$ cat config.mk
export PLATFORM = sky130hd
export DESIGN_NAME = msr_regs
export DESIGN_NICKNAME = d
export VERILOG_FILES = /design/src/msr_rx_pack.v /design/src/msr_prog_mem.v /design/src/msr_regs.v
export VERILOG_INCLUDE_DIRS = /design/src /design/src/src
export SDC_FILE = /design/constraint.sdc
export NUM_CORES = 1
export LEC_CHECK = 0
export ABC_AREA = 0
export BUFFER_PORTS_ARGS = -buffer_cell sky130_fd_sc_hd__buf_2
export CORE_ASPECT_RATIO = 1.5
export CORE_MARGIN = 5
export CORE_UTILIZATION = 30
export DETAILED_ROUTE_END_ITERATION = 10
export GPL_TIMING_DRIVEN = 0
export SYNTH_ARGS = -nofsm -noshare
export SYNTH_HDL_FRONTEND = slang
export SYNTH_SLANG_ARGS = --single-unit
$ cat constraint.sdc
create_clock -name i_mclk -period 4.3 [get_ports i_mclk]
set_input_delay 0.215 -clock i_mclk [delete_from_list [all_inputs] [get_ports i_mclk]]
set_output_delay 0.215 -clock i_mclk [all_outputs]
set_load 0.02 [all_outputs]
$ cat src/msr_defs.vh
`ifndef MSR_DEFS_VH
`define MSR_DEFS_VH
`define MSR_ADDR_RXBYTE 8'hE5
`define MSR_ADDR_STATUS 8'hE6
`define MSR_ADDR_PROG 8'hE8
`define MSR_ST_IRQ 15
`define MSR_ST_PF 13
`define MSR_ST_TXRDY 12
`define MSR_ST_TXUND 11
`define MSR_ST_ENERGY 10
`define MSR_ST_ALT 9
`define MSR_ST_ZEROS 8
`define MSR_ST_ONES 7
`define MSR_ST_RXRDY 6
`define MSR_ST_RXOVF 5
`define MSR_ST_FRAME 4
`define MSR_ST_PAR 3
`define MSR_MSK_PF 4
`define MSR_MSK_TX 3
`define MSR_MSK_EN 2
`define MSR_MSK_PAT 1
`define MSR_MSK_RX 0
`define MSR_CLK_HZ 10000000
`define MSR_PROG_US 150
`define MSR_PROG_CYC ((`MSR_PROG_US * (`MSR_CLK_HZ / 1000000)))
`define MSR_MODE_US 150
`define MSR_MODE_CYC ((`MSR_MODE_US * (`MSR_CLK_HZ / 1000000)))
`define MSR_HDR_TX 16'h8000
`define MSR_HDR_RX 16'h8001
`define MSR_MEM_DEPTH 27
`endif

$ cat src/msr_rx_pack.v
`timescale 1ns/1ps
`include "msr_defs.vh"
// Aligns a received character so that the first bit sits at bit 0.
module msr_rx_pack (
   input wire i_sync,
   input wire [2:0] i_fmt,
   input wire [7:0] i_shift,
   output reg [7:0] o_byte
);
   reg [3:0] nbits;
   always @* begin
      nbits = 4'h8;
      o_byte = i_shift;
      if (!i_sync) begin
         nbits = 4'h5 + {2'b00, i_fmt[2:1]};
         if (nbits == 4'h5) begin
            o_byte = {3'h0, i_shift[7:3]};
         end else if (nbits == 4'h6) begin
            o_byte = {2'h0, i_shift[7:2]};
         end else if (nbits == 4'h7) begin
            o_byte = {1'b0, i_shift[7:1]};
         end
      end
   end
endmodule

$ cat src/msr_prog_mem.v
`timescale 1ns/1ps
`include "msr_defs.vh"
// Tone parameter store, one word per programming write until all 27 words are filled.
module msr_prog_mem #(
   parameter DEPTH = `MSR_MEM_DEPTH,
   parameter AW = 5
) (
   input wire i_mclk,
   input wire i_rst_n,
   input wire i_clear,
   input wire i_wr,
   input wire [15:0] i_data,
   output reg [AW-1:0] o_count_q,
   output wire [15:0] o_word0
);
   reg [15:0] mem_q [0:DEPTH-1];
   integer k;
   assign o_word0 = mem_q[0];
   always @(posedge i_mclk or negedge i_rst_n) begin
      if (!i_rst_n) begin
         o_count_q <= {AW{1'b0}};
         for (k = 0; k < DEPTH; k = k + 1) begin
            mem_q[k] <= 16'h0000;
         end
      end else if (i_clear) begin
         o_count_q <= {AW{1'b0}};
         for (k = 0; k < DEPTH; k = k + 1) begin
            mem_q[k] <= 16'h0000;
         end
      end else if (i_wr) begin
         if (i_data == `MSR_HDR_TX || i_data == `MSR_HDR_RX) begin
            mem_q[0] <= i_data;
            o_count_q <= {{(AW-1){1'b0}}, 1'b1};
         end else if (o_count_q < DEPTH[AW-1:0]) begin
            mem_q[o_count_q] <= i_data;
            o_count_q <= o_count_q + {{(AW-1){1'b0}}, 1'b1};
         end
      end
   end
endmodule

$ cat src/msr_regs.v
`timescale 1ns/1ps
`include "msr_defs.vh"
module msr_regs #(
   parameter PROG_CYC = `MSR_PROG_CYC,
   parameter MODE_CYC = `MSR_MODE_CYC
) (
   input wire i_mclk,
   input wire i_resetn,
   input wire i_rd,
   input wire i_wr,
   input wire [7:0] i_addr,
   input wire [15:0] i_wdata,
   input wire i_gen_reset,
   input wire i_ctl_reset,
   input wire i_ctl_irq_clr,
   input wire i_interrupt_pin_enable,
   input wire [4:0] i_irq_mask,
   input wire i_powersave,
   input wire i_tone_mode,
   input wire i_mode_change,
   input wire i_txdata_wr,
   input wire i_rx_sync,
   input wire [2:0] i_rx_fmt,
   input wire i_char_done,
   input wire [7:0] i_char_shift,
   input wire i_char_frame_err,
   input wire i_char_even_par,
   input wire i_demod,
   input wire i_energy,
   input wire i_pat_alt,
   input wire i_pat_zeros,
   input wire i_pat_ones,
   input wire i_tx_ready_evt,
   input wire i_tx_under_evt,
   input wire i_tone_a,
   input wire i_tone_b,
   input wire i_dtmf_valid,
   input wire [3:0] i_dtmf_code,
   output reg [15:0] o_rdata_q,
   output reg o_interrupt_line_low_active_q,
   output reg [4:0] o_prog_count_q
);
   reg rst_s1_q;
   reg rst_n_q;
   reg [15:0] st_q;
   reg [15:0] st_d;
   reg [15:0] prev_q;
   reg [7:0] rxbyte_q;
   reg prog_busy_q;
   reg [31:0] prog_cnt_q;
   reg [31:0] mode_cnt_q;
   reg ctl_reset_q;
   wire [7:0] packed_byte;
   wire [4:0] mem_count;
   wire [15:0] mem_word0;
   wire rd_status;
   wire rd_rxbyte;
   wire wr_prog;
   wire hold_mode;
   wire [15:0] rise;
   wire irq_set;

   // Masks a 9-bit event group (bits 13..5) with the five mask bits.
   function [15:0] gate;
      input [15:0] r;
      input [4:0] m;
      begin
         gate = 16'h0000;
         gate[`MSR_ST_PF] = r[`MSR_ST_PF] & m[`MSR_MSK_PF];
         gate[12] = r[12] & m[`MSR_MSK_TX];
         gate[11] = r[11] & m[`MSR_MSK_TX];
         gate[10] = r[10] & m[`MSR_MSK_EN];
         gate[9] = r[9] & m[`MSR_MSK_PAT];
         gate[8] = r[8] & m[`MSR_MSK_PAT];
         gate[7] = r[7] & m[`MSR_MSK_PAT];
         gate[6] = r[6] & m[`MSR_MSK_RX];
         gate[5] = r[5] & m[`MSR_MSK_RX];
      end
   endfunction

   always @(posedge i_mclk or negedge i_resetn) begin
      if (!i_resetn) begin
         rst_s1_q <= 1'b0;
         rst_n_q <= 1'b0;
      end else begin
         rst_s1_q <= 1'b1;
         rst_n_q <= rst_s1_q;
      end
   end

   assign rd_status = i_rd && (i_addr == `MSR_ADDR_STATUS);
   assign rd_rxbyte = i_rd && (i_addr == `MSR_ADDR_RXBYTE);
   assign wr_prog = i_wr && (i_addr == `MSR_ADDR_PROG);
   assign hold_mode = (mode_cnt_q != 32'h0);

   msr_rx_pack u_pack (
      .i_sync(i_rx_sync),
      .i_fmt(i_rx_fmt),
      .i_shift(i_char_shift),
      .o_byte(packed_byte)
   );

   msr_prog_mem #(
      .DEPTH(`MSR_MEM_DEPTH),
      .AW(5)
   ) u_mem (
      .i_mclk(i_mclk),
      .i_rst_n(rst_n_q),
      .i_clear(i_powersave | i_gen_reset | i_ctl_reset),
      .i_wr(wr_prog & st_q[`MSR_ST_PF]),
      .i_data(i_wdata),
      .o_count_q(mem_count),
      .o_word0(mem_word0)
   );

   // Status value before the interrupt bit.
   always @* begin
      st_d = st_q;
      st_d[`MSR_ST_IRQ] = 1'b0;
      st_d[14] = 1'b0;
      if (!hold_mode) begin
         st_d[`MSR_ST_ENERGY] = i_energy;
         if (!i_tone_mode) begin
            st_d[`MSR_ST_ALT] = i_pat_alt;
            st_d[`MSR_ST_ZEROS] = i_pat_zeros;
            st_d[`MSR_ST_ONES] = i_pat_ones;
            if (i_tx_ready_evt) begin
               st_d[`MSR_ST_TXRDY] = 1'b1;
            end else if (i_txdata_wr) begin
               st_d[`MSR_ST_TXRDY] = 1'b0;
            end
            if (i_tx_under_evt) begin
               st_d[`MSR_ST_TXUND] = 1'b1;
            end else if (i_txdata_wr) begin
               st_d[`MSR_ST_TXUND] = 1'b0;
            end
            if (i_char_done) begin
               st_d[`MSR_ST_RXOVF] = st_q[`MSR_ST_RXRDY] & ~rd_rxbyte;
               st_d[`MSR_ST_RXRDY] = 1'b1;
               st_d[`MSR_ST_FRAME] = i_char_frame_err;
               st_d[`MSR_ST_PAR] = i_char_even_par;
            end else if (rd_rxbyte) begin
               st_d[`MSR_ST_RXRDY] = 1'b0;
               st_d[`MSR_ST_RXOVF] = 1'b0;
            end
            st_d[2] = 1'b0;
            st_d[1] = 1'b0;
            st_d[0] = i_demod;
         end else begin
            st_d[12] = 1'b0;
            st_d[11] = 1'b0;
            st_d[9] = 1'b0;
            st_d[8] = 1'b0;
            st_d[7] = i_tone_b;
            st_d[6] = i_tone_a;
            st_d[5] = i_dtmf_valid;
            st_d[4] = 1'b0;
            if (i_dtmf_valid) begin
               st_d[3:0] = i_dtmf_code;
            end
         end
      end
      st_d[`MSR_ST_PF] = ~prog_busy_q & ~ctl_reset_q & ~wr_prog;
   end

   assign rise = st_d & ~prev_q;
   assign irq_set = |gate(rise, i_irq_mask);

   always @(posedge i_mclk or negedge rst_n_q) begin
      if (!rst_n_q) begin
         st_q <= 16'h0000;
         prev_q <= 16'h0000;
         rxbyte_q <= 8'h00;
         prog_busy_q <= 1'b0;
         prog_cnt_q <= 32'h0;
         mode_cnt_q <= 32'h0;
         ctl_reset_q <= 1'b1;
         o_rdata_q <= 16'h0000;
         o_interrupt_line_low_active_q <= 1'b1;
         o_prog_count_q <= 5'h00;
      end else begin
         ctl_reset_q <= i_ctl_reset | i_gen_reset;
         o_prog_count_q <= mem_count;
         if (i_gen_reset || i_ctl_reset) begin
            st_q <= 16'h0000;
            prev_q <= 16'h0000;
            rxbyte_q <= 8'h00;
            prog_busy_q <= 1'b0;
            prog_cnt_q <= 32'h0;
            mode_cnt_q <= 32'h0;
            o_interrupt_line_low_active_q <= 1'b1;
         end else begin
            prev_q <= st_d;
            st_q[14:0] <= st_d[14:0];
            if (irq_set) begin
               st_q[`MSR_ST_IRQ] <= 1'b1;
            end else if (rd_status || i_ctl_irq_clr) begin
               st_q[`MSR_ST_IRQ] <= 1'b0;
            end
            o_interrupt_line_low_active_q <=
               ~((irq_set | (st_q[`MSR_ST_IRQ] & ~(rd_status | i_ctl_irq_clr)))
                 & i_interrupt_pin_enable);
            if (i_char_done && !i_tone_mode) begin
               rxbyte_q <= packed_byte;
            end
            if (i_mode_change) begin
               mode_cnt_q <= MODE_CYC;
            end else if (hold_mode) begin
               mode_cnt_q <= mode_cnt_q - 32'h1;
            end
            if (wr_prog && st_q[`MSR_ST_PF]) begin
               prog_busy_q <= 1'b1;
               prog_cnt_q <= PROG_CYC;
            end else if (prog_busy_q) begin
               if (prog_cnt_q <= 32'h1) begin
                  prog_busy_q <= 1'b0;
               end
               prog_cnt_q <= prog_cnt_q - 32'h1;
            end
         end
         if (rd_status) begin
            o_rdata_q <= st_q;
         end else if (rd_rxbyte) begin
            o_rdata_q <= {8'h00, rxbyte_q};
         end else if (i_rd) begin
            o_rdata_q <= 16'h0000;
         end
      end
   end
endmodule

Yosys cells after proc, flatten, opt, wreduce, memory -nomap -nowiden
Index checks and enable logic that the tools add are counted.
{ "op_classes": {"bitwise": 28, "addsub": 4, "n_lt_le_gt_ge": 2, "n_eq_ne": 8, "n_mux": 39, "reduce_logical": 19} }
{ "ops": {"columns": ["op", "n"], "rows": [
  ["32-bit 2-to-1 mux", 6],
  ["16-bit 2-to-1 mux", 4],
  ["32-bit by 1-bit subtractor with 32-bit output, second input constant", 2],
  ["8-bit 2-to-1 mux", 6],
  ["16-bit == test, second input constant", 2],
  ["32-bit by 1-bit <= comparator with 1-bit output, second input constant", 1],
  ["32-bit nonzero test", 1],
  ["8-bit == test, second input constant", 3],
  ["5-bit 2-to-1 mux", 4],
  ["1-bit bitwise AND", 15],
  ["3-bit nonzero test", 5],
  ["14-bit bitwise AND", 1],
  ["14-bit 2-to-1 mux", 1],
  ["14-bit inverter", 1],
  ["13-bit 2-to-1 mux", 1],
  ["4-bit by 3-bit == test with 1-bit output, second input constant", 3],
  ["1-bit 2-to-1 mux", 11],
  ["10-bit 2-to-1 mux", 1],
  ["9-bit OR reduction", 1],
  ["2-bit 2-to-1 mux", 4],
  ["1-bit inverter", 6],
  ["5-bit by 1-bit adder with 5-bit output, second input constant", 1],
  ["1-bit logical AND", 5],
  ["5-bit < comparator, second input constant", 1],
  ["other kinds (7)", 14]
]} }
{ "totals": {"regBits": 133, "inputBits": 70} }

Depth between registers and ports, before layout
Gate-level depths: netlist (run 1).
{ "logic_depth": {"depth_word": 14, "mapped_depth": 9, "ltp_nobuf": 7} }

Cells and area by module
Synthesis (run 1) repeated with hierarchy kept, for this count alone.
{ "unflattened": {"hier_cells": 736, "hier_area_um2": 7086.8} }
{ "by_module_without_submodules": {"columns": ["module", "cells_per_inst", "n_inst", "seq_area_each_um2", "area_each_um2"], "rows": [
  ["msr_regs", 562, 1, 2805.2, 5447.7],
  ["msr_prog_mem", 138, 1, 525.5, 1362.6],
  ["msr_rx_pack", 36, 1, 0.0, 276.5]
]} }

Worst setup path after synthesis (run 1)
Ideal clock, no wire load.
{ "synth_path": {"path_kind": "register to register", "startpoint": "register mode_cnt_q[0]", "endpoint": "register prev_q[1]", "n_path_buf": 2, "arrival_ps": 2108, "stages_incl_launch_ff": 10, "period_less_slack_ps": 2190, "setup_time_ps": 82, "slack_ps": 2110, "t_required_ps": 4218, "path_cell_list": "dfrtp_1 > inv_1 > ha_1 > or3b_2 > nor4b_4 > and3_1 > buf_4 > buf_6 > nand3_1 > o22ai_1"} }
{ "synth_via": {"elab_chain_len": 3} }
{ "synth_rtl": {"columns": ["element", "line_no", "source"], "rows": [
  ["from (decl)", "msr_regs.v:51", "reg [31:0] mode_cnt_q;"],
  ["from (signal assigned)", "msr_regs.v:209", "mode_cnt_q <= mode_cnt_q - 32'h1;"],
  ["32-bit nonzero test", "msr_regs.v:94", "assign hold_mode = (mode_cnt_q != 32'h0);"],
  ["13-bit 2-to-1 mux", "msr_regs.v:121", "if (!hold_mode) begin"],
  ["14-bit 2-to-1 mux", "msr_regs.v:184", "if (i_gen_reset || i_ctl_reset) begin"],
  ["to (signal assigned)", "msr_regs.v:193", "prev_q <= st_d;"],
  ["to (decl)", "msr_regs.v:47", "reg [15:0] prev_q;"]
]} }
Every way passes these cells.
A chain may end at the register's enable or synchronous reset.

Worst setup path in the final report (run 1)
{ "layout_path": {"startpoint": "register mode_cnt_q[0]", "endpoint": "register prev_q[11]"} }
Same word-level chain as after synthesis.

==> flow_metrics.py, run 1 <==
metrics = {
    "power": {
        "power_switching_w": 0.000840,
        "p_int_w": 0.00221,
        "p_total_w": 0.00305,
        "switching_share_pct": 27.6,
        "power_density_nw_per_um2": 402,
        "power_frac_clock_pct": 47.7,
        "vdd_drop_max_v": 0.000282,
        "p_comb_share_pct": 14.1,
        "p_seq_share_pct": 38.3,
        "leakage_nw": 3.34,
    },
    "routing": {
        "drt-wirelength-per-cell_um": 17.2,
        "drtIter0Drc": 405,
        "ant_nets": 0,
        "dr.pass1.iters": 5,
        "vias_per_cell": 5.29,
        "via_count": 5507,
        "drc_errors": 0,
        "routed_wl_um": 18000,
    },
    "synth": {
        "syn-mean-instance-area_um2": 9.41,
        "synthArstFlopShare_pct": 100,
        "netlist_instances": 657,
        "ys_seq_elements": 117,
        "synth_compound_area_share_pct": 18.7,
        "yosys.area_share.adder_pct": 1.01,
        "seq_area_frac_synth_pct": 47.4,
        "yosys.area_share.xor_xnor_pct": 3.68,
        "ys.flop_type": "dfrtp_1",
        "ys_warn_count": 0,
        "synth_top_family_by_area": "simple AND/OR/NAND/NOR gates",
        "ys_types": 71,
        "synthSimpleGateAreaFrac_pct": 24.2,
        "synth_edf_count": 0,
        "synth_fp_nets": 732,
        "synthMuxAreaShare_pct": 0.992,
        "syn_area_um2": 6180,
    },
    "cts": {
        "postCtsSetupBuffers": 0,
        "clockBufferDepth": 2,
        "clk_pin_slew_worst_paths_ns": 0.06,
        "cts-resized-gates": 0,
        "ctsHoldBuffers": 1,
        "clock-root-buffer": "clkbuf_16",
        "insertion_delay_ns": 0.43,
        "cts_sinks": 117,
        "cts_htree_levels": 4,
        "cts_buffers": 17,
        "cts_tree": "done",
    },
    "grt": {
        "grt_max_degree": 59,
        "grt_pass1_vias": 5494,
        "antenna_found_initial": 0,
        "track_usage_pct": 15.5,
        "grt.overflow.total": 0,
        "grt_pass1_wl_um": 28800,
    },
    "sta": {
        "rsz0062_at_grt": "false",
        "worst_pin_slew_ns": 0.920,
        "finClkSkew_ns": 0.0102,
        "hold_ws_ns": 0.0561,
        "max-slew-margin-rel_pct": 38.2,
        "setup_viol": 0,
        "period_needed_ns": 2.67,
        "hold_viol_final": 0,
        "fin_crit_sh_pct": 62.0,
        "drv_slew": 0,
        "fmax_ghz": 0.375,
    },
    "cells_and_area": {
        "drive_gt1_share_pct": 19.7,
        "mostFrequentLayoutCells": "dfrtp_1 (114), buf_2 (90), nor2_1 (66)",
        "diodes": 0,
        "final_util_pct": 37.3,
        "syn_to_final_growth_pct": 22.8,
        "fin_nets": 839,
        "final_common_cell": "dfrtp_1",
    },
    "critical_path": {
        "path_max_fanout": 10,
        "cp-end-kind": "flip-flop",
        "required_ns": 4.58,
        "startpoint_type": "flip-flop",
        "worstSetupPathType": "reg2reg",
        "crit_arrival_ns": 2.95,
        "r2r_cells": 8,
    },
    "hold_path": {
        "worstHoldPathType": "in2reg",
        "hold_depth": 3,
    },
    "place": {
        "portBuffers": 86,
        "place_congestion": 0.845,
        "dp_hpwl_um": 13200,
    },
    "die": {
        "die_w_um": 127,
        "die-area_um2": 23600,
        "rows": 64,
        "ios": 92,
        "die_y_um": 186,
        "design.core.area_um2": 20300,
        "initial_core_util_pct": 30.4,
    },
    "run_status": {
        "status": "completed",
    },
    "run": {
        "drv_cap": 0,
    },
}
==> final cells by class <==
class                      instances  area, um^2
fill                            2100       12700
multi-input combinational        481        3020
sequential                       117        2930
timing repair buffer              88         468
clock buffer                      19         443
tap                              264         330
clock inverter                    13         158
buffer                            33         144
inverter                          26        97.6
==> per-stage QoR <==
step	worst slack [ns]	instances	instance area [um^2]	TNS, ns
2_1_floorplan	0.803	657	6180	0
3_3_place_gp	-0.769	1007	6940	-85.86
3_5_place_dp	1.60	1008	6970	0
4_1_cts	1.64	1041	7580	0
5_1_grt	1.45	1041	7590	0
6_report	1.63	1041	7590	0
==> state kept, by name, summed over array words and instances, names as in the netlist, 2 cells and up <==
register / cells
prog_cnt_q: 32
prev_q: 13
u_mem.o_count_q: 5
rxbyte_q: 8
o_prog_count_q: 5
o_rdata_q: 15
st_q: 2
mode_cnt_q: 32
==> cell usage after synthesis, drive strengths merged (3+ instances only) <==
library cell / instances / area (um^2)
dfrtp: 115 / 2880
nor2: 66 / 248
a21oi: 55 / 275
nand2: 49 / 184
inv: 26 / 97.6
nor4: 23 / 163
o21ai: 23 / 115
clkbuf: 22 / 82.6
or4: 21 / 161
o31ai: 20 / 150
nor3: 18 / 106
or3: 18 / 118
nand3: 15 / 75.1
xnor2: 13 / 114
xor2: 13 / 114
a22oi: 11 / 82.6
buf: 11 / 61.3
nand4: 10 / 68.8
a22o: 9 / 78.8
nand2b: 8 / 50.1
a31oi: 6 / 37.5
nand4b: 6 / 52.6
a311oi: 5 / 43.8
ha: 5 / 62.6
mux2i: 5 / 50.1
nor2b: 5 / 31.3
nor4b: 5 / 65.1
o211ai: 5 / 37.5
o21a: 5 / 37.5
o21bai: 5 / 37.5
or2: 5 / 31.3
a211oi: 4 / 30.0
and2: 4 / 25.0
and3: 4 / 25.0
o22ai: 4 / 25.0
o311ai: 4 / 35.0
a31o: 3 / 26.3
o41ai: 3 / 26.3
==> power groups by stage <==
stage                     registers, W  clock network (W)  logic, W
final                          0.00117            0.00145  0.000428
after global routing           0.00117            0.00152  0.000475
after CTS                      0.00117            0.00147  0.000428
after detailed placement       0.00119                  0  0.000424
after global placement         0.00120                  0  0.000408
after floorplan                0.00118                  0  0.000280
==> layer usage <==
metal	up-vias	routed length, um	global-route usage [%]
li1	2655	-	-
met1	2699	7440	18.0
met2	130	9450	28.1
met3	23	786	3.50
met4	0	277	5.07
met5	-	0	0
==> worst max-delay path, stage by stage, from the launching register on <==
cell	delay, ns
dfrtp_1	0.38
inv_1	0.11
ha_1	0.16
or3b_2	0.47
nor4b_4	0.40
nand3_1	0.30
clkbuf_1	0.34
o211ai_1	0.25
o41ai_1	0.10
==> kinds of logic (layout without fill, tap and decap cells) <==
group,after synthesis,in the layout
multiplexers,6,6
flip-flops,117,117
adder cells (fa/ha/maj),5,5
XOR/XNOR,26,26
AO/OA/AOI/OAI,175,175
other,2,2
buffers and inverters,59,179
AND/OR/NAND/NOR,267,267
==> path summary, 6_finish.rpt <==
check | from | to | slack [ns]
min | i_dtmf_code[1] | prev_q[1] | 0.06
max | mode_cnt_q[0] | prev_q[11] | 1.63
max in group asynchronous | rst_n_q | o_interrupt_line_low_active_q | 3.06
min reg2reg | rst_s1_q | rst_n_q | 0.35
max reg2reg | mode_cnt_q[0] | prev_q[11] | 1.63
min in group asynchronous | i_resetn | rst_n_q | 0.11
No activity file was read; power rests on OpenSTA's default activity.
==> run 2: changes to the inputs <==
==> constraint.sdc (replaced) <==
create_clock -name i_mclk -period 2.6 [get_ports i_mclk]
set_input_delay 0.13 -clock i_mclk [delete_from_list [all_inputs] [get_ports i_mclk]]
set_output_delay 0.13 -clock i_mclk [all_outputs]
set_load 0.02 [all_outputs]
==> run 2 against run 1 <==
Flip-flop and latch count did not move. Routed wire length up 0.50%. Critical path depth fell by 1. Via count is 1.7% higher. Combinational power increased by 77%. Critical path type unchanged. Highest routed layer is now met5.
==> flow_metrics.py, run 2 (synthesized netlist as in run 1, its figures left out) <==
metrics = {
    "run_status": {
        "status": "completed",
    },
    "cells_and_area": {
        "diodes": 0,
        "fin_nets": 845,
        "drive_gt1_share_pct": 20.4,
        "final_common_cell": "dfrtp_1",
        "largestRegisters": "mode_cnt_q (32), prog_cnt_q (32), o_rdata_q (15)",
        "mostFrequentLayoutCells": "dfrtp_1 (114), buf_2 (90), nor2_1 (66)",
        "syn_to_final_growth_pct": 26.0,
        "stdcell_count": 1047,
    },
    "routing": {
        "vias_per_cell": 5.35,
        "ant_nets": 0,
        "drtIter0Drc": 311,
        "dr.pass1.iters": 4,
        "drt-wirelength-per-cell_um": 17.2,
        "routed_wl_um": 18000,
        "drc_errors": 0,
        "via_count": 5598,
    },
    "critical_path": {
        "crit_chain": "buf_2 > nor4b_1 > nor2b_1 > buf_2 > nand3_1 > or4_1 > a21oi_1",
        "required_ns": 2.93,
        "cp-end-kind": "flip-flop",
        "worstSetupPathType": "reg2reg",
        "crit_family": "simple AND/OR/NAND/NOR gates",
        "cp_slowest_stage_delay_ns": 0.72,
        "reg2reg_slack_ns": 0.12,
        "crit_arrival_ns": 2.81,
        "path_max_fanout": 8,
        "startpoint_type": "flip-flop",
        "cpMaxStageDelayCell": "nor4b_1",
        "path_buf_inv": 2,
        "cpMostUsedCell": "buf_2",
    },
    "die": {
        "ios": 92,
        "rows": 64,
        "die-area_um2": 23600,
        "die_w_um": 127,
        "die_y_um": 186,
        "design.core.area_um2": 20300,
        "initial_core_util_pct": 30.4,
    },
    "sta": {
        "fmax_ghz": 0.404,
        "drv_slew": 0,
        "finClkSkew_ns": 0.00893,
        "period_needed_ns": 2.48,
        "max-slew-margin-rel_pct": 33.1,
        "hold_viol_final": 0,
        "hold_ws_ns": 0.0242,
        "setup_tns_ns": 0,
        "worst_pin_slew_ns": 0.995,
        "fin_crit_sh_pct": 95.2,
        "rsz0062_at_grt": "false",
        "setup_viol": 0,
    },
    "grt": {
        "use_met3_pct": 4.19,
        "grt_pass1_vias": 5558,
        "grt.overflow.total": 0,
        "busiest_layer": "met2",
        "antenna_found_initial": 1,
        "grt_max_degree": 47,
        "use_met1_pct": 18.0,
        "grt_pass1_wl_um": 29100,
        "grt_use_met2_pct": 27.9,
        "track_usage_pct": 15.7,
    },
    "run": {
        "drv_cap": 0,
    },
    "power": {
        "vdd_drop_max_v": 0.000441,
        "p_total_w": 0.00536,
        "power_density_nw_per_um2": 688,
        "leakage_nw": 3.42,
    },
    "cts": {
        "cts_buffers": 17,
        "clockBufferDepth": 2,
        "cts_sinks": 117,
        "cts_tree": "done",
        "clock-root-buffer": "clkbuf_16",
        "cts_htree_levels": 4,
        "insertion_delay_ns": 0.42,
        "clk_pin_slew_worst_paths_ns": 0.05,
    },
    "place": {
        "placedCellCount": 1009,
        "dp_hpwl_um": 13400,
        "place_congestion": 0.869,
        "portBuffers": 86,
    },
    "hold_path": {
        "worstHoldPathType": "in2async",
    },
}
run 2: changes by cell type in the layout (fill, tap and decap cells not counted), sizes merged:
| cell | previous run | this run |
|---|---|---|
| dlygate4sd3 | 1 | 7 |
| bufinv | 3 | 6 |
| clkinv | 6 | 3 |
| buf | 98 | 100 |
| clkbuf | 41 | 39 |
run 2: layer usage:
| metal | wire length [um] | part of all wire, % | vias to the layer above |
|---|---|---|---|
| met3 | 895 | 5.0 | 41 |
| met2 | 9460 | 52 | 144 |
| met4 | 425 | 2.4 | 2 |
| met1 | 7260 | 40 | 2743 |
| met5 | 7 | 0.039 | - |
| li1 | - | - | 2668 |
run 2: worst paths after layout:
path,from,end,depth (start not counted)
max,prog_busy_q,prog_cnt_q[13],7
min reg2reg,rst_n_q,mode_cnt_q[19],0
max reg2reg,prog_busy_q,prog_cnt_q[13],7
min in group i_mclk,i_tx_under_evt,prev_q[11],3
max in group asynchronous,rst_n_q,rxbyte_q[1],1
min,i_resetn,rst_n_q,2
run 2: worst reg2reg max path, stage by stage, from the launching register on:
cell,delay (ns)
dfrtp_1,0.32
buf_2,0.19
nor4b_1,0.72
nor2b_1,0.22
buf_2,0.21
nand3_1,0.15
or4_1,0.42
a21oi_1,0.17
run 2: metrics by stage:
stage,util [%],area [um^2],setup slack (ns)
after global placement,34.1,6940,-0.211
after CTS,38.2,7780,0.0367
after floorplan,-,6180,0.410
after global routing,38.3,7790,0.00896
final,38.3,7790,0.124
after detailed placement,34.4,7000,-0.0532
run 2: repair_timing:
item / CTS / global route
endpoints found under the hold margin: 8 / 0
pin swaps: 1 / 1
resized for setup: 4 / 5
endpoints found under the setup margin: 15 / 23
buffers inserted: 2 / 0
hold buffers: 7 / 0
run 2: final cells by class:
type / instances / area, um^2
timing repair buffer: 97 / 563
clock inverter: 13 / 229
multi-input combinational: 481 / 3060
fill: 2068 / 12600
inverter: 26 / 97.6
tap: 264 / 330
clock buffer: 19 / 443
buffer: 30 / 130
sequential: 117 / 2930
run 2: where the power goes:
group,total [W],switching [W],internal (W)
combinational,0.000756,0.000466,0.000290
sequential,0.00193,0.0000598,0.00187
clock,0.00268,0.000858,0.00182
total,0.00536,0.00138,0.00397
